[config.mk]
export PLATFORM = sky130hd
export DESIGN_NAME = pbm_port_b_mux
export DESIGN_NICKNAME = d
export VERILOG_FILES = /design/src/hw/pbm_pkg.sv /design/src/hw/pbm_pin_cell.sv /design/src/hw/pbm_port_b_mux.sv
export SDC_FILE = /design/constraint.sdc
export NUM_CORES = 1
export LEC_CHECK = 0
export BUFFER_PORTS_ARGS = -buffer_cell sky130_fd_sc_hd__buf_2
export CAP_MARGIN = 5
export CORE_UTILIZATION = 39
export CTS_CLUSTER_DIAMETER = 40
export DETAILED_ROUTE_END_ITERATION = 8
export PLACE_DENSITY = 0.79
export SKIP_CTS_REPAIR_TIMING = 1
export SYNTH_ARGS = -nofsm -noshare
export SYNTH_HDL_FRONTEND = slang
export SYNTH_HIERARCHICAL = 1
export SYNTH_SLANG_ARGS = --single-unit
[constraint.sdc]
create_clock -name sys_clk -period 2 [get_ports sys_clk]
set_input_delay 0.4 -clock sys_clk [delete_from_list [all_inputs] [get_ports sys_clk]]
set_output_delay 0.4 -clock sys_clk [all_outputs]
set_load 0.1 [all_outputs]
[src/hw/pbm_pkg.sv]
package pbm_pkg;
  // pin count and upper address bit range
  localparam int          PBM_NPINS      = 5;
  localparam int          PBM_ADDR_LSB   = 16;
  // register byte addresses on the avalon slave
  localparam logic [3:0]  PBM_OFS_DATA   = 4'h0;
  localparam logic [3:0]  PBM_OFS_DIR    = 4'h4;
  localparam logic [3:0]  PBM_OFS_PER    = 4'h8;
  localparam logic [3:0]  PBM_OFS_PUR    = 4'hc;
  localparam logic [3:0]  PBM_OFS_BCR    = 4'h0;
  localparam logic [3:0]  PBM_OFS_PIN    = 4'h4;
  // field positions in bus_control_reg
  localparam int          PBM_BCR_DRV    = 0;
  localparam int          PBM_BCR_MODE   = 1;
  // reset values
  localparam logic [4:0]  PBM_RST_PUR    = 5'h1f;
  localparam logic [4:0]  PBM_RST_ZERO   = 5'h00;
  localparam logic [1:0]  PBM_RST_BCR    = 2'h0;
  localparam logic [31:0] PBM_UNMAPPED   = 32'h0000_0000;
  // reset-time address selection of pins 0 to 3, pin 4 stays gpio
  localparam logic [4:0]  PBM_ADDR_SEL   = 5'h0f;
endpackage : pbm_pkg

[src/hw/pbm_pin_cell.sv]
`timescale 1ns/1ps
`default_nettype none
// one port b pin: chooses gpio or address drive, pull-up and enable
module pbm_pin_cell
  import pbm_pkg::*;
(
  input  wire logic in_reset,
  input  wire logic per_bit,
  input  wire logic dir_bit,
  input  wire logic data_bit,
  input  wire logic pur_bit,
  input  wire logic addr_bit,
  input  wire logic bus_active,
  input  wire logic drive_select,
  output logic      pin_o,
  output logic      pin_oe,
  output logic      pin_pu
);
  // address drive may be released when the bus is idle
  wire addr_oe = bus_active | drive_select;
  // gpio drives only when set as output
  wire gpio_oe = dir_bit;
  // final pin selection, reset forces input with pull-up
  assign pin_o  = per_bit ? addr_bit : data_bit;
  assign pin_oe = in_reset ? 1'b0 : (per_bit ? addr_oe : gpio_oe);
  assign pin_pu = in_reset ? 1'b1 : (pur_bit & ~pin_oe);
endmodule : pbm_pin_cell
`default_nettype wire

[src/hw/pbm_port_b_mux.sv]
// Our own choices: the Avalon-MM slave port and the register addresses.
`timescale 1ns/1ps
`default_nettype none
module pbm_port_b_mux
  import pbm_pkg::*;
#(
  parameter int NPINS = PBM_NPINS
)
(
  input  wire logic             sys_clk,
  input  wire logic             rstn,
  // avalon-mm slave
  input  wire logic [3:0]       avs_address,
  input  wire logic             avs_read,
  input  wire logic             avs_write,
  input  wire logic [31:0]      avs_writedata,
  output logic [31:0]           avs_readdata,
  output logic                  avs_waitrequest,
  input  wire logic             avs_chipselect_ctl,
  // reset-time straps
  input  wire logic             external_boot_select,
  input  wire logic             ext_interface_mode,
  input  wire logic             flash_secure,
  // external memory interface side
  input  wire logic [NPINS-1:0] emi_addr_hi,
  input  wire logic             emi_bus_active,
  output logic                  bus_drive_select,
  // pins
  input  wire logic [NPINS-1:0] port_b_i,
  output logic [NPINS-1:0]      port_b_o,
  output logic [NPINS-1:0]      port_b_oe,
  output logic [NPINS-1:0]      port_b_pu
);
  // reset release through two flops
  logic rst_s1_r;
  logic rst_s2_r;
  always_ff @(posedge sys_clk or negedge rstn)
  begin
    if (!rstn)
    begin
      rst_s1_r <= 1'b0;
      rst_s2_r <= 1'b0;
    end
    else
    begin
      rst_s1_r <= 1'b1;
      rst_s2_r <= rst_s1_r;
    end
  end
  wire rst_n_i  = rst_s2_r;
  wire in_reset = ~rst_n_i;

  // registers
  logic [NPINS-1:0] data_r;
  logic [NPINS-1:0] dir_r;
  logic [NPINS-1:0] per_r;
  logic [NPINS-1:0] pur_r;
  logic [1:0]       bcr_r;
  logic             strap_done_r;
  logic             ack_r;
  logic [31:0]      rdata_r;

  // address role at boot unless secured, or when interface mode asks it
  wire boot_addr = (external_boot_select & ~flash_secure) | ext_interface_mode;
  wire [NPINS-1:0] strap_per = boot_addr ? PBM_ADDR_SEL[NPINS-1:0]
                                         : PBM_RST_ZERO[NPINS-1:0];

  // address decode, chipselect_ctl picks the control page
  wire acc      = avs_read | avs_write;
  wire wr_go    = avs_write & ack_r;
  wire sel_data = ~avs_chipselect_ctl & (avs_address == PBM_OFS_DATA);
  wire sel_dir  = ~avs_chipselect_ctl & (avs_address == PBM_OFS_DIR);
  wire sel_per  = ~avs_chipselect_ctl & (avs_address == PBM_OFS_PER);
  wire sel_pur  = ~avs_chipselect_ctl & (avs_address == PBM_OFS_PUR);
  wire sel_bcr  =  avs_chipselect_ctl & (avs_address == PBM_OFS_BCR);
  wire sel_pin  =  avs_chipselect_ctl & (avs_address == PBM_OFS_PIN);
  wire [NPINS-1:0] wd = avs_writedata[NPINS-1:0];

  // read multiplexer
  wire [31:0] rd_mux =
      sel_data ? {{(32-NPINS){1'b0}}, data_r} :
      sel_dir  ? {{(32-NPINS){1'b0}}, dir_r}  :
      sel_per  ? {{(32-NPINS){1'b0}}, per_r}  :
      sel_pur  ? {{(32-NPINS){1'b0}}, pur_r}  :
      sel_bcr  ? {30'h0000_0000, bcr_r}       :
      sel_pin  ? {{(32-NPINS){1'b0}}, port_b_i} : PBM_UNMAPPED;

  // one wait cycle, then the access completes
  always_ff @(posedge sys_clk or negedge rst_n_i)
  begin
    if (!rst_n_i)
      ack_r <= 1'b0;
    else
      ack_r <= acc & ~ack_r;
  end
  assign avs_waitrequest = acc & ~ack_r;

  always_ff @(posedge sys_clk or negedge rst_n_i)
  begin
    if (!rst_n_i)
      rdata_r <= PBM_UNMAPPED;
    else if (avs_read & ~ack_r)
      rdata_r <= rd_mux;
  end
  assign avs_readdata = rdata_r;

  // gpio data and direction
  always_ff @(posedge sys_clk or negedge rst_n_i)
  begin
    if (!rst_n_i)
    begin
      data_r <= PBM_RST_ZERO[NPINS-1:0];
      dir_r  <= PBM_RST_ZERO[NPINS-1:0];
    end
    else
    begin
      if (wr_go & sel_data)
        data_r <= wd;
      if (wr_go & sel_dir)
        dir_r <= wd;
    end
  end

  // role select: straps once after release, then software
  always_ff @(posedge sys_clk or negedge rst_n_i)
  begin
    if (!rst_n_i)
    begin
      per_r        <= PBM_RST_ZERO[NPINS-1:0];
      strap_done_r <= 1'b0;
    end
    else if (!strap_done_r)
    begin
      per_r        <= strap_per;
      strap_done_r <= 1'b1;
    end
    else if (wr_go & sel_per)
      per_r <= wd;
  end

  // pull-up and bus control
  always_ff @(posedge sys_clk or negedge rst_n_i)
  begin
    if (!rst_n_i)
    begin
      pur_r <= PBM_RST_PUR[NPINS-1:0];
      bcr_r <= PBM_RST_BCR;
    end
    else
    begin
      if (wr_go & sel_pur)
        pur_r <= wd;
      if (wr_go & sel_bcr)
        bcr_r <= avs_writedata[1:0];
    end
  end
  assign bus_drive_select = bcr_r[PBM_BCR_DRV];

  // one cell per pin
  genvar g;
  generate
    for (g = 0; g < NPINS; g++)
    begin : g_pin
      pbm_pin_cell u_cell (
        .in_reset     (in_reset),
        .per_bit      (per_r[g]),
        .dir_bit      (dir_r[g]),
        .data_bit     (data_r[g]),
        .pur_bit      (pur_r[g]),
        .addr_bit     (emi_addr_hi[g]),
        .bus_active   (emi_bus_active),
        .drive_select (bcr_r[PBM_BCR_DRV]),
        .pin_o        (port_b_o[g]),
        .pin_oe       (port_b_oe[g]),
        .pin_pu       (port_b_pu[g])
      );
    end
  endgenerate
endmodule : pbm_port_b_mux
`default_nettype wire

* Word level (Yosys, flattened, before mapping) *
Index checks and enable logic that the tools add are counted.

storage, ports and cells
  bits in registers = 58
  output and inout port bits = 49
  input bits = 55

cells by class
  reduce and logical (&&, ||, !) cells = 1
  eq/ne operators = 4
  bitwise gates (word level) = 31
  mux-type cells = 29

operators by type and width
  cell                                                                      number
  5-bit two-way mux                                                         8
  1-bit AND                                                                 20
  1-bit two-way mux                                                         20
  4-bit == test (second input constant)                                     2
  1-bit NOT                                                                 8
  4-bit by 3-bit == test with 1-bit output (second input constant)          1
  4-bit logical NOT                                                         1
  4-bit two-way mux                                                         1
  1-bit bitwise OR                                                          3
  2-bit by 1-bit inequality test with 1-bit output (second input constant)  1

* Logic depth before layout (Yosys ltp) *
  depth after elaboration = 8
  depth in mapped cells = 5

* By module *
The synthesis kept the hierarchy.

by module, submodules not included
  module          cells each  area each (um2)  times used  sequential area each (um2)
  pbm_port_b_mux  170         1766.7           1           782.0
  pbm_pin_cell    6           42.5             5           0.0

* Worst setup path before layout *
OpenSTA, ideal clock, no wires.

  kind = flip-flop to output port
  start = reg rst_s2_r (netlist: rst_n_i)
  end = out port_b_oe[0]
  data required time = 1.600 ns
  path buffers = 0
  arrival = 3.524 ns
  cell stages (with the launch flop) = 3
  path slack = -1.924 ns
  path through = dfrtp_1 > inv_1 > a211oi_1

between the ends
  longest elaborated chain between the ends = 1

ends and longest elaborated chain
  item                      line                  text
  start: declaration        pbm_port_b_mux.sv:36  logic rst_s2_r;
  start signal: assignment  pbm_port_b_mux.sv:47  rst_s2_r <= rst_s1_r;
  1-bit two-way mux         pbm_pin_cell.sv:25    assign pin_oe = in_reset ? 1'b0 : (per_bit ? addr_oe : gpio_oe);
  end: declaration          pbm_port_b_mux.sv:31  output logic [NPINS-1:0] port_b_oe,

No other way between the ends.

* Worst setup path in the final report *
  start = reg per_r[0]
  end = out port_b_pu[0]

between the ends
  longest elaborated chain between the ends = 5

ends and longest elaborated chain
  item                            line                   text
  start: declaration              pbm_port_b_mux.sv:56   logic [NPINS-1:0] per_r;
  start signal: assignment        pbm_port_b_mux.sv:129  per_r <= PBM_RST_ZERO[NPINS-1:0];
  start signal: assignment        pbm_port_b_mux.sv:134  per_r <= strap_per;
  start signal: assignment        pbm_port_b_mux.sv:138  per_r <= wd;
  1-bit two-way mux (2 in a row)  pbm_pin_cell.sv:25
  1-bit NOT                       pbm_pin_cell.sv:26     assign pin_pu = in_reset ? 1'b1 : (pur_bit & ~pin_oe);
  1-bit AND                       pbm_pin_cell.sv:26
  1-bit two-way mux               pbm_pin_cell.sv:26
  end: declaration                pbm_port_b_mux.sv:32   output logic [NPINS-1:0] port_b_pu

No other way between the ends.

==> flow_summary.yaml <==
routing:
  top_layer: "met4"
  wl_met1_mm: 2.092
  first_pass_iters: 4
  avgViaCountPerCell: 5.000
  vias: 1645
  drcViolationCount: 0
  ant_nets: 0
  wl_met3_um: 242
  wl_per_cell_um: 14.55
  totalWireLength_mm: 4.786
  met2WireLength_mm: 2.397
  drt_iter0_drc: 82
worst_setup_path:
  r2r_cells: 4
  path_cells: "nor2_1, a221o_2, buf_12"
  path_buf_inv: 1
  max_stage_delay_ns: 0.49
  cp_slowest_cell: "dfrtp_1"
  crit_family: "flip-flops"
  crit_required_ns: 1.60
  cp_data_arrival_time_ns: 1.52
  start_kind: "register"
  crit_type: "reg -> out"
  worstSetupPathDepth: 3
  crit_path_max_fanout: 6
  end_kind: "output port"
global_routing:
  grt_max_degree: 30
  grt_pass1_vias: 1539
  grt.overflow.total: 0
  grtUsageTotal_pct: 19.87
  grt_pass1_wl_mm: 7.686
  antenna_found_initial: 0
clock_tree:
  cts-buffers-inserted: 5
  cts_root_buf: "clkbuf_8"
  cts_tree: "built"
  cts_sinks: 31
  htreeDepth: 2
  clkLatencyLatePin_ns: 0.29
  clock_path_buffers: 2
  clkSlewWorstSetupHoldPaths_ns: 0.07
timing:
  rsz0062_at_grt: "false"
  layout_setup_ws_ns: 0.07707
  skew_ns: 0.006553
  layout_min_cycle_time_ns: 1.923
  min_period_over_period_pct: 96.15
  setup_violations: 0
  hold_slack_ns: 0.3537
  finalMaxSlewViolations: 0
  hold_viol_final: 0
  fmax_mhz: 520.0
synth:
  synth_top_flop_cell: "dfrtp_1"
  synthArstFlopShare_pct: 100.0
  syn-instance-count: 200
  ys_seq_area_share_pct: 39.51
  syn_area_per_cell_um2: 9.897
  yosysTopAreaCell: "dfrtp_1"
  netlist_area_mm2: 0.001979
  yosys_warnings: 6
  synth-seq-cells: 31
  synth_edf_count: 0
  synth_top_cell_area_share_pct: 32.87
  ys_top_cells_by_area: "dfrtp_1 (33%), buf_4 (11%), mux2_2 (9.1%), dfstp_2 (6.6%), mux2_4 (3.8%)"
  synth.distinct_cells: 38
cells_and_area:
  area_growth_pct: 30.97
  antenna_cells: 0
  fin_util_pct: 53.82
  layout-drive-gt1-share_pct: 42.75
  nets: 316
placed_design:
  gp_congestion: 0.9060
  io_buffers: 49
  dp_hpwl_mm: 3.693
  pre_cts_ws_ns: 0.1614
status:
  status: "finished, final reports clean"
floorplan:
  start_util_pct: 41.09
  coreArea_mm2: 0.004817
  io_pins: 104
  fp-row-count: 25
  die_area_mm2: 0.005364
  die_w_um: 73.24
  die_h_um: 73.24
worst_hold_path:
  whs_path_depth: 0
  hold_path_class: "reg -> reg"
job:
  drv_cap: 0
power_and_ir_drop:
  power_leakage_nw: 1.171
  power_mw: 2.471
  max-vdd-ir-drop_v: 0.0005099
  powerDensity_mw_per_mm2: 953.1
final cells by class:
cell class	count	area (µm²)
clock buffer	7	86.33
multi-input combinational	161	1132
timing repair buffer	57	470.5
tap	67	83.83
fill	459	2225
clock inverter	1	5.005
inverter	5	22.52
sequential	31	792.0
logic make-up (layout without fill, tap and decap cells):
group | Yosys count | in the layout | share of synthesized area (%)
DFF | 31 | 31 | 39.51
buffers and inverters | 35 | 70 | 12.01
AOI/OAI and AO/OA | 48 | 48 | 15.68
muxes | 21 | 21 | 12.89
other | 2 | 29 | 0.3794
and+or+nand+nor | 63 | 63 | 19.53
synth_stat cells, types with 4 or more instances:
library cell / number
and2_1: 6
a31oi_1: 5
o21ai_0: 10
inv_1: 5
dfstp_2: 5
dfrtp_1: 26
nand2_1: 9
nand2b_1: 5
buf_4: 28
o22ai_1: 5
mux2_4: 5
a32oi_1: 4
a21oi_1: 11
mux2_2: 16
nor2_1: 18
a211oi_1: 5
nor2b_1: 4
a221o_1: 5
worst paths after layout:
| path | from | endpoint | slack, ns |
|---|---|---|---|
| max | per_r[0]$_DFFE_PN0P_ | port_b_pu[0] | 0.08 |
| min | rst_s1_r$_DFF_PN0_ | rst_n_i$_DFF_PN0_ | 0.35 |
| max reg2reg | ack_r$_DFF_PN0_ | per_r[0]$_DFFE_PN0P_ | 0.56 |
| min reg2reg | rst_s1_r$_DFF_PN0_ | rst_n_i$_DFF_PN0_ | 0.35 |
| max in group asynchronous | rst_n_i$_DFF_PN0_ | pur_r[1]$_DFFE_PN1P_ | 1.31 |
| min in group asynchronous | rst_n_i$_DFF_PN0_ | data_r[1]$_DFFE_PN0P_ | 0.37 |
sequential cells by signal (all words and copies together) (netlist names), 2 cells and up:
name / count
bcr_r: 2
pur_r: 5
dir_r: 5
per_r: 5
avs_readdata: 5
data_r: 5
metrics by stage:
step | cells | TNS (ns) | instance area, µm²
finish | 329 | 0 | 2592
global route | 329 | 0 | 2592
CTS | 327 | -0.5828 | 2556
detailed placement | 319 | 0 | 2465
global placement | 319 | 0 | 2465
floorplan | 227 | -1.005 | 2160
placed cells by master, fill, tap and decap left out, types with 6 or more instances in the layout:
cell type	n
buf_2	39
conb_1	29
dfrtp_1	22
nor2_1	17
mux2_2	16
a21oi_1	11
buf_12	11
o21ai_0	10
nand2_1	9
and2_1	6
clkbuf_8	6
buf_4	6
report_power, final:
group	internal, mW	leakage, nW	switching, mW
registers	0.731	0.374	0.0917
logic	0.279	0.749	0.852
clock network	0.277	0.0482	0.240
worst register-to-register path: cells and delay by family, from the launching register on:
kind,cells,cell delay (ns)
AO/OA/AOI/OAI,3,0.57
flip-flops,1,0.47
AND/OR/NAND/NOR,1,0.27
layer usage:
layer  GRT usage (%)  up-vias
met1           25.63      788
met3           4.834        7
li1                -      789
met5               0        -
met4           6.972        0
met2           32.41       61
Note: power is estimated with default switching activity, not from simulation.
